===== config.mk =====
export PLATFORM = sky130hd
export DESIGN_NAME = fww_watchdog
export DESIGN_NICKNAME = d
export VERILOG_FILES = /design/src/fww_pkg.sv /design/src/fww_watchdog.sv
export SDC_FILE = /design/constraint.sdc
export NUM_CORES = 1
export LEC_CHECK = 0
export BUFFER_PORTS_ARGS = -buffer_cell sky130_fd_sc_hd__buf_2
export CAP_MARGIN = 20
export CORE_AREA = 4 4 179 181
export CTS_CLUSTER_DIAMETER = 30
export DETAILED_ROUTE_END_ITERATION = 12
export DIE_AREA = 0 0 183 185
export PLACE_DENSITY = 0.7
export REMOVE_ABC_BUFFERS = 1
export SYNTH_ARGS = -nofsm -noshare
export SYNTH_HDL_FRONTEND = slang
export SYNTH_SLANG_ARGS = --single-unit

===== constraint.sdc =====
create_clock -name clock_i -period 13.5 [get_ports clock_i]
set_clock_uncertainty 0.2 [all_clocks]
set_input_delay 1.35 -clock clock_i [delete_from_list [all_inputs] [get_ports clock_i]]
set_output_delay 1.35 -clock clock_i [all_outputs]
set_load 0.05 [all_outputs]

===== src/fww_pkg.sv =====
// Constants for the fail-safe window watchdog: register map, field layout, reset values, timing.
// Assumes a 125 MHz clock and 16-bit register data on a plain strobe bus.
package fww_pkg;
	// ==========================================================
	// Register bus
	localparam int         ADDR_W         = 8;
	localparam int         DATA_W         = 16;
	localparam logic [7:0] REG_STATUS     = 8'h00;
	localparam logic [7:0] REG_SAFETY_IO  = 8'h04;
	localparam logic [7:0] REG_WINDOW     = 8'h08;
	localparam logic [7:0] REG_SEED       = 8'h0C;
	localparam logic [7:0] REG_ANSWER     = 8'h10;
	localparam logic [7:0] REG_WDCFG      = 8'h14;
	localparam logic [7:0] REG_WDCFG_NOT  = 8'h18;
	// ==========================================================
	// Field positions
	localparam int SAFE_GOTO_BIT  = 0;
	localparam int SAFE_CHAL_BIT  = 1;
	localparam int WIN_PER_LSB    = 0;
	localparam int WIN_DUTY_LSB   = 4;
	localparam int CFG_ERRL_LSB   = 0;
	localparam int CFG_RFRL_LSB   = 2;
	localparam int CFG_ERRC_LSB   = 8;
	localparam int CFG_RFRC_LSB   = 12;
	localparam int ST_INIT_BIT    = 0;
	localparam int ST_CORR_BIT    = 1;
	localparam int ST_DIS_BIT     = 2;
	localparam int ST_ERRC_LSB    = 4;
	localparam int ST_RFRC_LSB    = 8;
	// ==========================================================
	// Reset values
	localparam logic [3:0]  PERIOD_RST   = 4'h3;
	localparam logic [2:0]  DUTY_RST     = 3'h2;
	localparam logic [15:0] SEED_RST     = 16'h5AB2;
	localparam logic [3:0]  WDCFG_RST    = 4'h1;
	localparam logic [15:0] SEED_ZERO    = 16'h0000;
	localparam logic [15:0] SEED_ONES    = 16'hFFFF;
	localparam logic [15:0] LFSR_TAPS    = 16'hB400;
	// ==========================================================
	// Timing
	localparam int CLOCK_KHZ     = 125000;
	localparam int MS_CYCLES     = CLOCK_KHZ * 1;
	localparam int INIT_MS0      = 256;
	localparam int INIT_MS1      = 512;
	localparam int INIT_MS2      = 1024;
	localparam int INIT_MS3      = 2048;
	localparam int DUTY_SHIFT    = 4;
	typedef enum logic {FWW_INIT, FWW_NORMAL} fww_state_t;
endpackage : fww_pkg


===== src/fww_watchdog.sv =====
// Fail-safe window watchdog with protected initialization phase and refresh/error counters.
// Assumes the controller writes registers over a plain strobe bus on clock_i; the reset
// output level arrives from another domain, the timeout select is a static fuse value.
//
// The placing of the registers and strobed register access were chosen for this implementation.
`timescale 1ns/1ns
module fww_watchdog
	import fww_pkg::*;
#(
	parameter int CYCLES_PER_MS = fww_pkg::MS_CYCLES
)
(
	// Clock and reset.
	input  wire logic                        clock_i,
	input  wire logic                        reset_n_i,
	// Device reset output level and fuse settings.
	input  wire logic                        reset_output_n_i,
	input  wire logic [1:0]                  init_timeout_select_i,
	// Register bus.
	input  wire logic [fww_pkg::ADDR_W-1:0]  addr_i,
	input  wire logic [fww_pkg::DATA_W-1:0]  wr_data_i,
	input  wire logic                        wr_i,
	input  wire logic                        rd_i,
	output logic      [fww_pkg::DATA_W-1:0]  rd_data_o,
	// Status and events.
	output logic                             init_phase_o,
	output logic                             config_mismatch_flag_o,
	output logic                             err_at_limit_o,
	output logic                             refresh_good_o,
	output logic                             refresh_bad_o,
	output logic                             fault_decrement_o,
	output logic                             comm_error_o
);
	import fww_pkg::*;

	// ==========================================================
	// Decoding tables
	function automatic logic [10:0] period_ms(input logic [3:0] code);
		logic [10:0] ms;
		ms = 11'h000;
		unique case (code)
			4'h0: ms = 11'h000;
			4'h1: ms = 11'h001;
			4'h2: ms = 11'h002;
			4'h3: ms = 11'h003;
			4'h4: ms = 11'h004;
			4'h5: ms = 11'h006;
			4'h6: ms = 11'h008;
			4'h7: ms = 11'h00C;
			4'h8: ms = 11'h010;
			4'h9: ms = 11'h018;
			4'hA: ms = 11'h020;
			4'hB: ms = 11'h040;
			4'hC: ms = 11'h080;
			4'hD: ms = 11'h100;
			4'hE: ms = 11'h200;
			4'hF: ms = 11'h400;
		endcase
		return ms;
	endfunction : period_ms

	// Closed share of the period in sixteenths.
	function automatic logic [3:0] duty_16(input logic [2:0] code);
		unique case (code)
			3'h0:    return 4'h5;
			3'h1:    return 4'h6;
			3'h3:    return 4'hA;
			3'h4:    return 4'hB;
			default: return 4'h8;
		endcase
	endfunction : duty_16

	function automatic logic [3:0] err_ceiling(input logic [1:0] code);
		unique case (code)
			2'h0: return 4'h8;
			2'h1: return 4'h6;
			2'h2: return 4'h4;
			2'h3: return 4'h2;
		endcase
	endfunction : err_ceiling

	function automatic logic [2:0] rfr_ceiling(input logic [1:0] code);
		unique case (code)
			2'h0: return 3'h6;
			2'h1: return 3'h4;
			2'h2: return 3'h2;
			2'h3: return 3'h1;
		endcase
	endfunction : rfr_ceiling

	// ==========================================================
	// Declarations
	fww_state_t  state_reg, state_next;
	logic        rsto_s1_reg, rsto_s2_reg, rsto_s3_reg, released_reg;
	logic [3:0]  period_reg, act_period_reg;
	logic [2:0]  duty_reg, act_duty_reg;
	logic        disabled_reg, chal_reg;
	logic [15:0] seed_reg;
	logic [3:0]  wdcfg_reg, wdcfg_not_reg;
	logic [3:0]  err_reg;
	logic [2:0]  rfr_reg;
	logic [31:0] win_cnt_reg;
	logic [31:0] period_len, closed_len, init_len;
	logic [15:0] expected;
	logic        ans_wr, correct, in_open, good_ev, bad_ev, goto_ev;
	logic [3:0]  err_lim;
	logic [2:0]  rfr_lim;
	logic        pair_bad;
	logic [4:0]  err_sum;

	// ==========================================================
	// Reset output synchroniser; a level change counts once stages two and three agree.
	always_ff @(posedge clock_i or negedge reset_n_i)
	begin
		if (!reset_n_i)
		begin
			rsto_s1_reg  <= 1'b0;
			rsto_s2_reg  <= 1'b0;
			rsto_s3_reg  <= 1'b0;
			released_reg <= 1'b0;
		end
		else
		begin
			rsto_s1_reg <= reset_output_n_i;
			rsto_s2_reg <= rsto_s1_reg;
			rsto_s3_reg <= rsto_s2_reg;
			if (rsto_s2_reg == rsto_s3_reg)
				released_reg <= rsto_s3_reg;
		end
	end

	// ==========================================================
	// Window timing and refresh judgement.
	assign period_len = 32'(period_ms(act_period_reg)) * 32'(CYCLES_PER_MS);
	assign closed_len = (period_len * 32'(duty_16(act_duty_reg))) >> DUTY_SHIFT;
	assign expected   = chal_reg ? ~seed_reg : seed_reg;
	assign ans_wr     = wr_i && (addr_i == REG_ANSWER);
	assign correct    = (wr_data_i == expected);
	assign in_open    = (win_cnt_reg >= closed_len);
	assign goto_ev    = wr_i && (addr_i == REG_SAFETY_IO) && wr_data_i[SAFE_GOTO_BIT]
	                    && (state_reg == FWW_NORMAL);
	assign err_lim    = err_ceiling(wdcfg_reg[CFG_ERRL_LSB +: 2]);
	assign rfr_lim    = rfr_ceiling(wdcfg_reg[CFG_RFRL_LSB +: 2]);
	assign pair_bad   = ((wdcfg_reg ^ wdcfg_not_reg) != 4'hF);
	assign err_sum    = 5'(err_reg) + 5'h02;

	always_comb
	begin
		unique case (init_timeout_select_i)
			2'h0: init_len = 32'(INIT_MS0) * 32'(CYCLES_PER_MS);
			2'h1: init_len = 32'(INIT_MS1) * 32'(CYCLES_PER_MS);
			2'h2: init_len = 32'(INIT_MS2) * 32'(CYCLES_PER_MS);
			2'h3: init_len = 32'(INIT_MS3) * 32'(CYCLES_PER_MS);
		endcase
	end

	always_comb
	begin
		good_ev    = 1'b0;
		bad_ev     = 1'b0;
		state_next = state_reg;
		if (!released_reg)
			state_next = FWW_INIT;
		else if (state_reg == FWW_INIT)
		begin
			good_ev = ans_wr && correct;
			bad_ev  = (ans_wr && !correct) || (!ans_wr && win_cnt_reg >= init_len - 32'h1);
			if (good_ev)
				state_next = FWW_NORMAL;
		end
		else if (goto_ev)
			state_next = FWW_INIT;
		else if (!disabled_reg)
		begin
			good_ev = ans_wr && correct && in_open;
			bad_ev  = (ans_wr && !(correct && in_open)) || (!ans_wr && win_cnt_reg >= period_len - 32'h1);
		end
	end

	// ==========================================================
	// State and window counter.
	always_ff @(posedge clock_i or negedge reset_n_i)
	begin
		if (!reset_n_i)
		begin
			state_reg   <= FWW_INIT;
			win_cnt_reg <= 32'h0;
		end
		else
		begin
			state_reg <= state_next;
			if (!released_reg || good_ev || bad_ev || goto_ev || (state_reg == FWW_NORMAL && disabled_reg))
				win_cnt_reg <= 32'h0;
			else
				win_cnt_reg <= win_cnt_reg + 32'h1;
		end
	end

	// Active window settings are taken on each refresh; disable only when initialization closes.
	always_ff @(posedge clock_i or negedge reset_n_i)
	begin
		if (!reset_n_i)
		begin
			act_period_reg <= PERIOD_RST;
			act_duty_reg   <= DUTY_RST;
			disabled_reg   <= 1'b0;
		end
		else if (good_ev || bad_ev)
		begin
			act_duty_reg <= duty_reg;
			if (period_reg != 4'h0)
				act_period_reg <= period_reg;
			if (state_reg == FWW_INIT && good_ev)
				disabled_reg <= (period_reg == 4'h0);
		end
		else if (state_next == FWW_INIT)
			disabled_reg <= 1'b0;
	end

	// ==========================================================
	// Software-written configuration.
	always_ff @(posedge clock_i or negedge reset_n_i)
	begin
		if (!reset_n_i)
		begin
			period_reg    <= PERIOD_RST;
			duty_reg      <= DUTY_RST;
			chal_reg      <= 1'b0;
			wdcfg_reg     <= WDCFG_RST;
			wdcfg_not_reg <= ~WDCFG_RST;
		end
		else if (wr_i)
		begin
			if (addr_i == REG_WINDOW)
			begin
				duty_reg <= wr_data_i[WIN_DUTY_LSB +: 3];
				if (state_reg == FWW_INIT || wr_data_i[WIN_PER_LSB +: 4] != 4'h0)
					period_reg <= wr_data_i[WIN_PER_LSB +: 4];
			end
			if (state_reg == FWW_INIT)
			begin
				if (addr_i == REG_SAFETY_IO)
					chal_reg <= wr_data_i[SAFE_CHAL_BIT];
				if (addr_i == REG_WDCFG)
					wdcfg_reg <= wr_data_i[3:0];
				if (addr_i == REG_WDCFG_NOT)
					wdcfg_not_reg <= wr_data_i[3:0];
			end
		end
	end

	// Seed in simple mode, LFSR word in challenger mode.
	always_ff @(posedge clock_i or negedge reset_n_i)
	begin
		if (!reset_n_i)
		begin
			seed_reg     <= SEED_RST;
			comm_error_o <= 1'b0;
		end
		else
		begin
			comm_error_o <= 1'b0;
			if (wr_i && addr_i == REG_SEED)
			begin
				if (!chal_reg && (wr_data_i == SEED_ZERO || wr_data_i == SEED_ONES))
					comm_error_o <= 1'b1;
				else if (!chal_reg || state_reg == FWW_INIT)
					seed_reg <= wr_data_i;
			end
			else if (chal_reg && good_ev)
				seed_reg <= {seed_reg[14:0], ^(seed_reg & LFSR_TAPS)};
		end
	end

	// ==========================================================
	// Error and refresh counters.
	always_ff @(posedge clock_i or negedge reset_n_i)
	begin
		if (!reset_n_i)
		begin
			err_reg           <= 4'h0;
			rfr_reg           <= 3'h0;
			fault_decrement_o <= 1'b0;
		end
		else
		begin
			fault_decrement_o <= 1'b0;
			if (bad_ev)
			begin
				err_reg <= (err_sum > 5'(err_lim)) ? err_lim : err_sum[3:0];
				rfr_reg <= 3'h0;
			end
			else if (good_ev)
			begin
				if (err_reg != 4'h0)
					err_reg <= err_reg - 4'h1;
				if (rfr_reg >= rfr_lim)
				begin
					rfr_reg           <= 3'h0;
					fault_decrement_o <= 1'b1;
				end
				else
					rfr_reg <= rfr_reg + 3'h1;
			end
		end
	end

	// ==========================================================
	// Outputs and register reads.
	always_ff @(posedge clock_i or negedge reset_n_i)
	begin
		if (!reset_n_i)
		begin
			init_phase_o           <= 1'b1;
			config_mismatch_flag_o <= 1'b0;
			err_at_limit_o         <= 1'b0;
			refresh_good_o         <= 1'b0;
			refresh_bad_o          <= 1'b0;
		end
		else
		begin
			init_phase_o           <= (state_next == FWW_INIT);
			config_mismatch_flag_o <= (state_reg == FWW_NORMAL) && pair_bad;
			err_at_limit_o         <= (err_reg >= err_lim);
			refresh_good_o         <= good_ev;
			refresh_bad_o          <= bad_ev;
		end
	end

	always_ff @(posedge clock_i or negedge reset_n_i)
	begin
		if (!reset_n_i)
			rd_data_o <= 16'h0000;
		else if (rd_i)
		begin
			rd_data_o <= 16'h0000;
			unique case (addr_i)
				REG_STATUS:
				begin
					rd_data_o[ST_INIT_BIT]      <= init_phase_o;
					rd_data_o[ST_CORR_BIT]      <= config_mismatch_flag_o;
					rd_data_o[ST_DIS_BIT]       <= disabled_reg;
					rd_data_o[ST_ERRC_LSB +: 4] <= err_reg;
					rd_data_o[ST_RFRC_LSB +: 3] <= rfr_reg;
				end
				REG_SAFETY_IO: rd_data_o[SAFE_CHAL_BIT] <= chal_reg;
				REG_WINDOW:
				begin
					rd_data_o[WIN_PER_LSB +: 4]  <= period_reg;
					rd_data_o[WIN_DUTY_LSB +: 3] <= duty_reg;
				end
				REG_SEED:      rd_data_o <= seed_reg;
				REG_WDCFG:
				begin
					rd_data_o[3:0]               <= wdcfg_reg;
					rd_data_o[CFG_ERRC_LSB +: 4] <= err_reg;
					rd_data_o[CFG_RFRC_LSB +: 3] <= rfr_reg;
				end
				REG_WDCFG_NOT: rd_data_o[3:0] <= wdcfg_not_reg;
				default:       rd_data_o <= 16'h0000;
			endcase
		end
	end
endmodule : fww_watchdog


* Word level (Yosys, flattened, before mapping)
Memories as Yosys holds them, arrays and structs flattened.
Index checks and enable logic that the tools add are counted.
** Cells by class
- $add $sub $neg :: 6
- $mul :: 2
- Div/mod/pow operators :: 0
- Magnitude comparators :: 6
- Equal/unequal tests :: 26
- Shifts and indexed selects :: 0
- Mux-type cells :: 46
- Bitwise gates (word level) :: 4
- Reductions and logical operators :: 55
** Operators by type and width (count)
- 32-bit case mux with 4 select lines :: 1
- 16-bit 2-to-1 mux :: 5
- 32-bit >= comparator :: 2
- 32-bit by 1-bit adder with 32-bit output (second input constant) :: 1
- 32-bit by 28-bit >= comparator with 1-bit output :: 1
- 32-bit 2-to-1 mux :: 1
- 4-bit case mux with 4 select lines :: 2
- 32-bit by 1-bit subtractor with 32-bit output (second input constant) :: 1
- 25-bit by 4-bit multiplier with 29-bit output :: 1
- 28-bit by 1-bit subtractor with 29-bit output (second input constant) :: 1
- 11-bit by 14-bit multiplier with 25-bit output (second input constant) :: 1
- 8-bit by 5-bit == test with 1-bit output (second input constant) :: 3
- 1-bit 2-to-1 mux :: 21
- 3-bit case mux with 3 select lines :: 2
- 1-bit logical AND :: 17
- 16-bit == test :: 1
- 16-bit == test (second input constant) :: 1
- 8-bit by 4-bit == test with 1-bit output (second input constant) :: 2
- 16-bit logical NOT :: 1
- 4-bit 2-to-1 mux :: 4
- 16-bit NOT :: 1
- 16-bit XOR reduction :: 1
- 3-bit AND reduction :: 5
- 2-bit == test (second input constant) :: 6
- 33 further kinds :: 63
** Word-level totals
- Flip-flop bits (word level) :: 107
- Bits in latches :: 0
- Memory bits (writable) :: 0
- Memory bits (read-only) :: 176
- Bits of input ports :: 31
- Output and inout bits :: 23
- Logic and storage cells :: 171
- Memories :: 1
** Memories
- (name not given) :: depth 16, bits a word 11, rd ports 1, clocked after memory_dff 0, write ports 0, RTL line fww_watchdog.sv:41 : unique case (code)

* Logic depth before layout (Yosys ltp)
Gate-level depths: netlist of run 1.
- Depth in word-level cells :: 16
- Depth in mapped cells :: 45
- Mapped depth without buffers :: 42

* Least setup slack after synthesis of run 1
OpenSTA, ideal clock, no wires.
- Path type :: flip-flop to flip-flop
- From :: reg act_period_reg[1]
- To :: reg seed_reg[10]
- Setup time :: 0.127 ns
- Arrival time :: 10.084 ns
- Data required time :: 13.173 ns
- Setup slack :: 3.089 ns
- Stages on the path, launching flop included :: 44
- Path buffers :: 3
- Period minus slack after synthesis :: 10.411 ns
- Cell sequence :: dfstp_2 -> clkbuf_1 -> nor2b_1 -> a22o_1 -> fa_1 -> ha_1 -> inv_1 -> fa_1 -> inv_1 -> fa_1 -> inv_1 -> fa_1 -> inv_1 -> ha_1 -> o21a_1 -> nand2_1 -> a21boi_0 -> a2111oi_0 -> [... 8 more ...] -> ha_1 -> nand2_1 -> o21bai_1 -> a21o_1 -> a21oi_1 -> o21ai_0 -> a311o_1 -> a21oi_1 -> xor2_1 -> ha_1 -> nand4_1 -> nor4_1 -> a21oi_1 -> or3_1 -> buf_2 -> a21oi_4 -> buf_6 -> mux2_1
** Between the ends
- Word-level cells in the longest chain between the ends :: 12
** Ends and longest elaborated chain
- start, declared :: RTL line fww_watchdog.sv:95 : logic [3:0] period_reg, act_period_reg;
- start signal, assigned :: RTL line fww_watchdog.sv:212 : act_period_reg <= period_reg;
- memory read 16 x 11 bit
- 11-bit by 14-bit multiplier with 25-bit output :: RTL line fww_watchdog.sv:134 : assign period_len = 32'(period_ms(act_period_reg)) * 32'(CYCLES_PER_MS);
- 25-bit by 4-bit multiplier with 29-bit output :: RTL line fww_watchdog.sv:135 : assign closed_len = (period_len * 32'(duty_16(act_duty_reg))) >> DUTY_SHIFT;
- 32-bit by 28-bit >= comparator with 1-bit output :: RTL line fww_watchdog.sv:139 : assign in_open = (win_cnt_reg >= closed_len);
- 1-bit logical AND :: RTL line fww_watchdog.sv:175 : good_ev = ans_wr && correct && in_open;
- 1-bit 2-to-1 mux :: RTL line fww_watchdog.sv:173 : else if (!disabled_reg)
- 1-bit 2-to-1 mux :: RTL line fww_watchdog.sv:171 : else if (goto_ev)
- 1-bit 2-to-1 mux :: RTL line fww_watchdog.sv:164 : else if (state_reg == FWW_INIT)
- 1-bit 2-to-1 mux :: RTL line fww_watchdog.sv:162 : if (!released_reg)
- 1-bit logical AND :: RTL line fww_watchdog.sv:270 : else if (chal_reg && good_ev)
- 2-bit nonzero test (no source line)
- 3-bit AND reduction (no source line)
- end signal, assigned :: RTL line fww_watchdog.sv:268 : seed_reg <= wr_data_i;
- end signal, assigned :: RTL line fww_watchdog.sv:271 : seed_reg <= {seed_reg[14:0], ^(seed_reg & LFSR_TAPS)};
- end, declared :: RTL line fww_watchdog.sv:98 : logic [15:0] seed_reg;
Every way passes these cells.
A chain may end at the register's enable or synchronous reset.

* Worst setup path in the final report of run 1
- From :: reg act_period_reg[2]
- To :: reg seed_reg[2]
The elaborated chain is that of the path after synthesis.

==> results of run 1 <==
layout make-up:
| class | count | share of cell area, % |
|---|---|---|
| multi-input cells | 1227 | 68.9 |
| repair buffers | 60 | 2.36 |
| well taps | 396 | 3.43 |
| clock buffers | 10 | 1.65 |
| clock inverters | 6 | 0.468 |
| inverters | 172 | 4.47 |
| flip-flops and latches | 107 | 18.7 |
logic make-up after synthesis:
| kind of cell | after synthesis | synth area share [%] |
|---|---|---|
| multiplexers | 58 | 4.74 |
| AO/OA/AOI/OAI | 269 | 13.4 |
| AND/OR/NAND/NOR | 496 | 17.7 |
| XOR/XNOR | 119 | 7.73 |
| other | 2 | 0.0557 |
| buffers and inverters | 214 | 6.20 |
| adder cells (fa/ha/maj) | 281 | 30.2 |
| flip-flops | 107 | 20.0 |
routing by layer:
layer	track usage (%)	share of wire, %	vias up
met4	6.79	3.2	0
met1	24.8	44	5277
met5	0	0	-
met2	34.0	48	263
li1	-	-	5408
met3	2.85	4.6	59
worst max path at each step:
stage	startpoint	to	slack (ns)	cells after the start
6_report	act_period_reg[2]$_DFFE_PN0P_	seed_reg[2]$_DFFE_PN0P_	1.74	41
3_5_place_dp	act_period_reg[2]$_DFFE_PN0P_	win_cnt_reg[28]$_DFF_PN0_	1.77	41
3_3_place_gp	act_period_reg[1]$_DFFE_PN1P_	win_cnt_reg[2]$_DFF_PN0_	2.08	41
2_1_floorplan	act_period_reg[1]$_DFFE_PN1P_	win_cnt_reg[10]$_DFF_PN0_	3.16	41
5_1_grt	act_period_reg[2]$_DFFE_PN0P_	seed_reg[2]$_DFFE_PN0P_	0.90	41
4_1_cts	act_period_reg[2]$_DFFE_PN0P_	win_cnt_reg[28]$_DFF_PN0_	1.72	41
cell usage in the layout, fill, tap and decap left out, types with 25 or more instances in the layout:
cell type / Yosys / routed
sky130_fd_sc_hd__ha_1: 206 / 206
sky130_fd_sc_hd__nor3_1: 31 / 31
sky130_fd_sc_hd__o21ai_0: 48 / 48
sky130_fd_sc_hd__inv_1: 172 / 172
sky130_fd_sc_hd__buf_2: 2 / 52
sky130_fd_sc_hd__xnor2_1: 60 / 60
sky130_fd_sc_hd__and3_1: 25 / 25
sky130_fd_sc_hd__nor2_1: 166 / 166
sky130_fd_sc_hd__xor2_1: 59 / 59
sky130_fd_sc_hd__fa_1: 74 / 74
sky130_fd_sc_hd__mux2_2: 37 / 37
sky130_fd_sc_hd__a21oi_1: 74 / 74
sky130_fd_sc_hd__nand2_1: 114 / 114
sky130_fd_sc_hd__nand3_1: 35 / 35
sky130_fd_sc_hd__a21o_1: 36 / 36
sky130_fd_sc_hd__dfrtp_1: 88 / 88
critical path, delay by kind of cell, from the launching register on:
| kind | cells | cell delay [ns] |
|---|---|---|
| DFF | 1 | 0.55 |
| AOI/OAI and AO/OA | 13 | 3.12 |
| buffers and inverters | 7 | 0.60 |
| adders and majority gates | 10 | 4.33 |
| xor gates and xnor gates | 2 | 0.58 |
| muxes | 1 | 0.40 |
| and+or+nand+nor | 8 | 1.87 |
power breakdown:
part	switching (mW)	internal, mW
clock	0.134	0.136
sequential	0.0104	0.330
combinational	0.168	0.0997
==> run summary, run 1 <==
Headroom to the max-slew limit came out at slightly below 40%. The number of levels in the clock H-tree came out at 3. The longest clock path from root to sink contains 2 buffers. The via-per-instance ratio is ~5.6.

The total count of hold-check failures in the final report is 0. In this run the critical register-to-register path is captured at seed_reg[2]$_DFFE_PN0P_. The flip-flop count of the largest register after layout came out at 32. Of all nets on the critical path, the largest fanout is 16. After global routing the overflow that remains totals 0. The worst hold slack after final layout came out at 0.156 ns. The worst setup path is launched from a flop. On the critical path, the stage with the largest delay is an instance of sky130_fd_sc_hd__or3_1. The die covers between 30000 and 40000 µm². The biggest area contributor in the post-synthesis netlist is sky130_fd_sc_hd__ha_1.

The worst hold path passes through 0 cells. The share of synthesized registers carrying an async set or reset came out at 100%. In this run the mean area of a mapped cell was roughly 8.7 µm².

The cell sitting at the root of the clock tree is a sky130_fd_sc_hd__clkbuf_16. The area growth from synthesis to layout came out at 7.12%. Counting the buffers created by CTS gives 9. After synthesis, the most frequently instantiated cells are 206 x sky130_fd_sc_hd__ha_1, 172 x sky130_fd_sc_hd__inv_1, 166 x sky130_fd_sc_hd__nor2_1. The commonest register cell after synthesis is sky130_fd_sc_hd__dfrtp_1. The achievable frequency came out at around 85 MHz.

The detail-routed net length per standard cell came out at ~16 µm. Sequential elements use 20.0% of the synthesized area. The synthesized design contains 0 enable-type register cells. The number of detailed-route iterations in the first pass is 4. The area of the multi-input gates came out at about 10000 µm². The share of layout cells above drive strength 1 came out at under 10%.

The min-delay analysis places its worst path in the category reg -> reg. Entering global routing, the biggest net connects 62 pins. Summing all non-filler instances in the final layout gives an area of around 14000 µm². Across the run, the number of max-cap violations was 0. The number of antenna repair diodes is 0. The final-stage net count is about 1900.

Summing all flip-flop and latch instances after layout gives 2700 µm². The number of antenna violations at the first check in global routing was 0. The most numerous cell type found on the critical path is sky130_fd_sc_hd__inv_1. The count of nets left with antenna violations once routing finished came out at 0. TritonCTS built the clock tree. By area the synthesized netlist is led by sky130_fd_sc_hd__ha_1 19%, sky130_fd_sc_hd__dfrtp_1 16%, sky130_fd_sc_hd__fa_1 11%, sky130_fd_sc_hd__inv_1 4.8%, sky130_fd_sc_hd__nor2_1 4.6%. The share of the core filled with cells in the final layout is between 40 and 50%. The y dimension of the die is 185 µm. The number of cell instances on the worst register-to-register path is 41. The clock network latency to the later pin of the worst-skew pair came out at 0.36 ns. The synthesized design devotes to its leading area cell type 19.1% of total area.

sky130_fd_sc_hd__ha_1 is the most common cell in the netlist. The count of warnings emitted by yosys came out at 0. The setup-violating endpoint count in the final report is 0. Counting the fill cells in the layout gives 2925.

The count of different cell masters after synthesis came out at 70. The number of I/O port buffers came out at 53. The remaining routing DRC violations came out at 0. The total negative slack came out at 0 ns. Setup repair after global routing left no endpoint under its margin. The clock sink total came out at 107. The worst endpoint required time came out at roughly 14 ns.

The total wirelength of the detailed-routed design is ~32000 µm. The setup slack at placement is around 1.8 ns. Summed over all cells, the static leakage comes to 7.51 nW. For the pin with the worst max-slew slack, the measured transition is around 0.92 ns. The peak supply drop is between 0.00005 and 0.00006 V. The final route contains approximately 11000 vias. The non-filler instance count after layout came out at approximately 2000.

The run finished with clean final reports. The worst register-to-register path begins at act_period_reg[2]$_DFFE_PN0P_. Dividing the final minimum period by the clock period gives approximately 87%. The netlist area before placement came out at ~13000 µm².

The power per cell area came out at roughly 60 nW/µm². The number of placed instances with taps included is ~2000. The worst setup path is captured at a flop.

Once detailed placement completed, the half-perimeter wirelength came to ~26000 µm. Summing all placed instances gives a cell area of 14100 µm². The setup slack of the critical path after layout came out at 1.74 ns. The worst-case register-to-register setup slack is about 1.7 ns.

The initialized floorplan defines 64 standard-cell rows. The overall power consumption came out at slightly below 900 µW. The count of hold-fix buffers inserted at cts is 0. For hold timing, the worst endpoint is rsto_s2_reg$_DFF_PN0_. The routed design could run at a clock period as short as between 10 and 15 ns.

The critical path is of the reg -> reg type. The detailed router's first-iteration violation count is 553. The number of buffers inserted to repair setup after CTS is 0. The number of global-route vias before repair is around 11000.

The die span in x is ~180 µm. The count of boundary I/O pins came out at 54. The flop and latch count out of synthesis is approximately 110.

The final estimated routing congestion in global placement came out at between 0.9 and 1. Across every metal layer, demand over resource in global routing totals roughly 20%. The clock edge transition at the registers on the reported setup and hold paths came out at about 0.080 ns.

The core region is 30400 µm². The first-pass GRT wire length came out at between 50000 and 60000 µm. The signal arrival time at the worst endpoint came out at roughly 12 ns.

The startpoint identified for the worst hold timing path is rsto_s1_reg$_DFF_PN0_. The synthesized instance count is roughly 1500. The largest incremental delay on the critical path came out at a little under 0.6 ns. Once the floorplan was initialized, standard cells occupied between 40% and 50% of the core. The count of final max-slew check failures is 0. Gates resized during post-CTS repair numbered 0.
No activity file was read; power rests on OpenSTA's default activity.
==> run 2, diff against run 1 <==
--- a/config.mk
+++ b/config.mk
@@ -11,7 +11,7 @@
 export CTS_CLUSTER_DIAMETER = 30
 export DETAILED_ROUTE_END_ITERATION = 12
 export DIE_AREA = 0 0 183 185
-export PLACE_DENSITY = 0.7
+export PLACE_DENSITY = 0.71
 export REMOVE_ABC_BUFFERS = 1
 export SYNTH_ARGS = -nofsm -noshare
 export SYNTH_HDL_FRONTEND = slang
==> run 2 against run 1 <==
Hold slack better by 0.0015 ns. Sequential cell count unchanged. Power fell by 0.79%. Final cell count stayed put. Register-to-register slack better by 0.16 ns. Sequential share of layout area is essentially flat. Core utilization down 0.074 points. Final area is 0.16% lower. Global-route usage up 0.31 points. Non-clock buffer count unchanged. Die area unchanged. Largest power group unchanged.
==> run summary, run 2 (synthesized netlist as in run 1, its figures left out) <==
The half-perimeter wire length after detailed placement is 26400 µm. Leaving out fill and tap cells, the most frequent cell in the layout is sky130_fd_sc_hd__ha_1. The area of the core came out at ~30000 µm². The number of I/O port buffers is 53.

Setup violations remaining at the end of the flow were counted as 0. STA classifies the critical path startpoint as a flop. The starting utilization of the core area came out at 44.3%. Derived from the worst setup path, the maximum achievable clock frequency is around 86 MHz. The total negative slack is 0 ns. The setup slack of the critical path after layout is approximately 1.9 ns. The TritonCTS buffer count came out at 9.

The number of hold buffers added after CTS was 0. The flow ran to the end, and the final reports show no timing, DRC or antenna violations. In the global route stage, met3 resource usage came out at about 2.4%. The number of buffers between clock root and the deepest sink came out at 2. From bottom edge to top edge, the die measures 185 µm. The number of antenna violations at the first check in global routing came out at 0. The final-stage net count came out at around 1900.

The flip-flop count of the largest register after layout is 32. The setup slack at placement came out at roughly 1.9 ns. The count of vias placed by the detailed router came out at about 11000.

The worst slew margin relative to its limit came out at a little over two fifths. For this run, global-route usage on met2 was measured as approximately 34%. The count of boundary I/O pins came out at between 50 and 60. The power per cell area is between 60 and 70 nW/µm². The clock root buffer is sky130_fd_sc_hd__clkbuf_16. The total wirelength of the detailed-routed design came out at roughly 33000 µm.

The floorplan has 64 rows. The worst hold slack after final layout is between 0.15 and 0.2 ns. The startpoint of the most critical register-to-register path is act_period_reg[1]$_DFFE_PN1P_. The leakage power summed over all cells is 7.49 nW. In this run the worst path has a maximum fanout of 16. The peak supply drop is 0.0000724 V. In this run the most used layer during global routing was met2. The share of layout cells above drive strength 1 is 9.36%. Global routing finished with a remaining overflow of 0. The number of maximum-capacitance violations is 0.

The antenna violation net count after detailed routing came out at 0. The area growth from synthesis to layout is 6.95%. The minimum clock period after layout is 11.61 ns.

The number of detailed-route iterations in the first pass is 5. In this run the most critical hold path is launched from rsto_s1_reg$_DFF_PN0_. The worst setup path is of the reg -> reg kind.

The global-route total usage across every layer is 19.8%. The first global-routing pass estimated around 56000 µm of wire. The TritonCTS clock tree is yes. The signal arrival time at the worst endpoint is 11.66 ns.

The slew of the pin with the lowest slew margin came out at 0.865 ns. The number of levels in the clock H-tree came out at 3. In this design, the stage delay of the slowest critical-path cell is between 0.6 and 0.7 ns.

The total die area is between 30000 and 40000 µm². STA puts the critical path data required time at between 10 and 15 ns. The clock edge transition at the registers on the reported setup and hold paths is approximately 0.080 ns. After detailed routing, the average wire length per cell comes to ~17 µm. The die span in x came out at between 150 and 200 µm.

The min-delay analysis places its worst path in the category reg -> reg. The final estimated routing congestion in global placement is between 0.9 and 1. The detailed router's first-iteration violation count came out at between 600 and 700. The clock sink total is ~110. The total count of hold-check failures in the final report is 0. The number of global-route vias before repair is between 10000 and 15000. After detailed routing, the number of remaining DRC violations is 0. The critical path starts at act_period_reg[1]$_DFFE_PN1P_. The repair_antennas step left the layout with diodes totalling 0. The clock network latency to the later pin of the worst-skew pair came out at roughly 0.36 ns.

Once the clock tree was built, the resizer swapped 0 gates to a different size. Among all stages on the critical path, the largest delay is contributed by sky130_fd_sc_hd__dfstp_2. Entering global routing, the biggest net connects 56 pins.

Setup repair after global routing left no endpoint under its margin. Leaving out fill and tap cells, the most frequent cells in the layout are 206 x sky130_fd_sc_hd__ha_1, 172 x sky130_fd_sc_hd__inv_1, 166 x sky130_fd_sc_hd__nor2_1, 114 x sky130_fd_sc_hd__nand2_1, 88 x sky130_fd_sc_hd__dfrtp_1. Buffers added to address setup during post-CTS repair amount to 0. The via-per-instance ratio came out at approximately 5.6. The count of final max-slew check failures is 0. For this run, global-route usage on met1 was measured as 25.8%.

The post-route fraction of the period consumed by the critical path came out at between 80% and 90%. The most numerous cell type found on the critical path is sky130_fd_sc_hd__inv_1. The worst setup path is captured at a flop.
[run 2: path summary, 6_finish.rpt]
kind                                            endpoint  slack, ns  depth (start not counted)
setup / recovery                 seed_reg[3]$_DFFE_PN0P_       1.89                         41
hold / removal                     rsto_s2_reg$_DFF_PN0_       0.16                          0
setup reg to reg                 seed_reg[3]$_DFFE_PN0P_       1.89                         41
hold reg to reg                    rsto_s2_reg$_DFF_PN0_       0.16                          0
max in group asynchronous  act_period_reg[2]$_DFFE_PN0P_      11.12                          2
min in group asynchronous      rd_data_o[12]$_DFFE_PN0P_       0.80                          1
[run 2: cell type report]
class | instances | area [µm²]
clock buffer | 10 | 229
clock inverter | 6 | 55.1
fill | 2976 | 16000
inverter | 172 | 646
multi-input combinational | 1227 | 9950
sequential | 107 | 2700
tap | 396 | 495
timing repair buffer | 60 | 340
[run 2: per-stage QoR]
step | util (%) | std cells | power [mW] | instance area, µm²
6_report | 47.4 | 1978 | 0.872 | 14400
5_1_grt | 47.4 | 1978 | 0.927 | 14400
4_1_cts | 47.3 | 1977 | 0.876 | 14400
3_5_place_dp | 46.4 | 1961 | 0.611 | 14100
3_3_place_gp | 46.4 | 1961 | 0.604 | 14100
2_1_floorplan | - | 1506 | 0.532 | 13300
[run 2: layer usage]
layer / wire [µm] / vias to the layer above
met3: 1380 / 53
met1: 14600 / 5380
met2: 15800 / 289
met4: 912 / 0
li1: - / 5402
met5: 0 / -
[run 2: power by group]
group	total, mW	switching [mW]	internal [mW]	leakage [nW]
logic	0.268	0.169	0.0998	5.98
registers	0.340	0.0101	0.330	1.38
clock network	0.263	0.134	0.130	0.134
[run 2: critical path, delay by kind of cell, from the launching register on]
| kind | cells | cell delay (ns) |
|---|---|---|
| flip-flops | 1 | 0.65 |
| XOR/XNOR | 2 | 0.56 |
| adder cells (fa/ha/maj) | 10 | 4.30 |
| AND/OR/NAND/NOR | 8 | 1.77 |
| AO/OA/AOI/OAI | 13 | 3.12 |
| multiplexers | 1 | 0.40 |
| buffers and inverters | 7 | 0.50 |
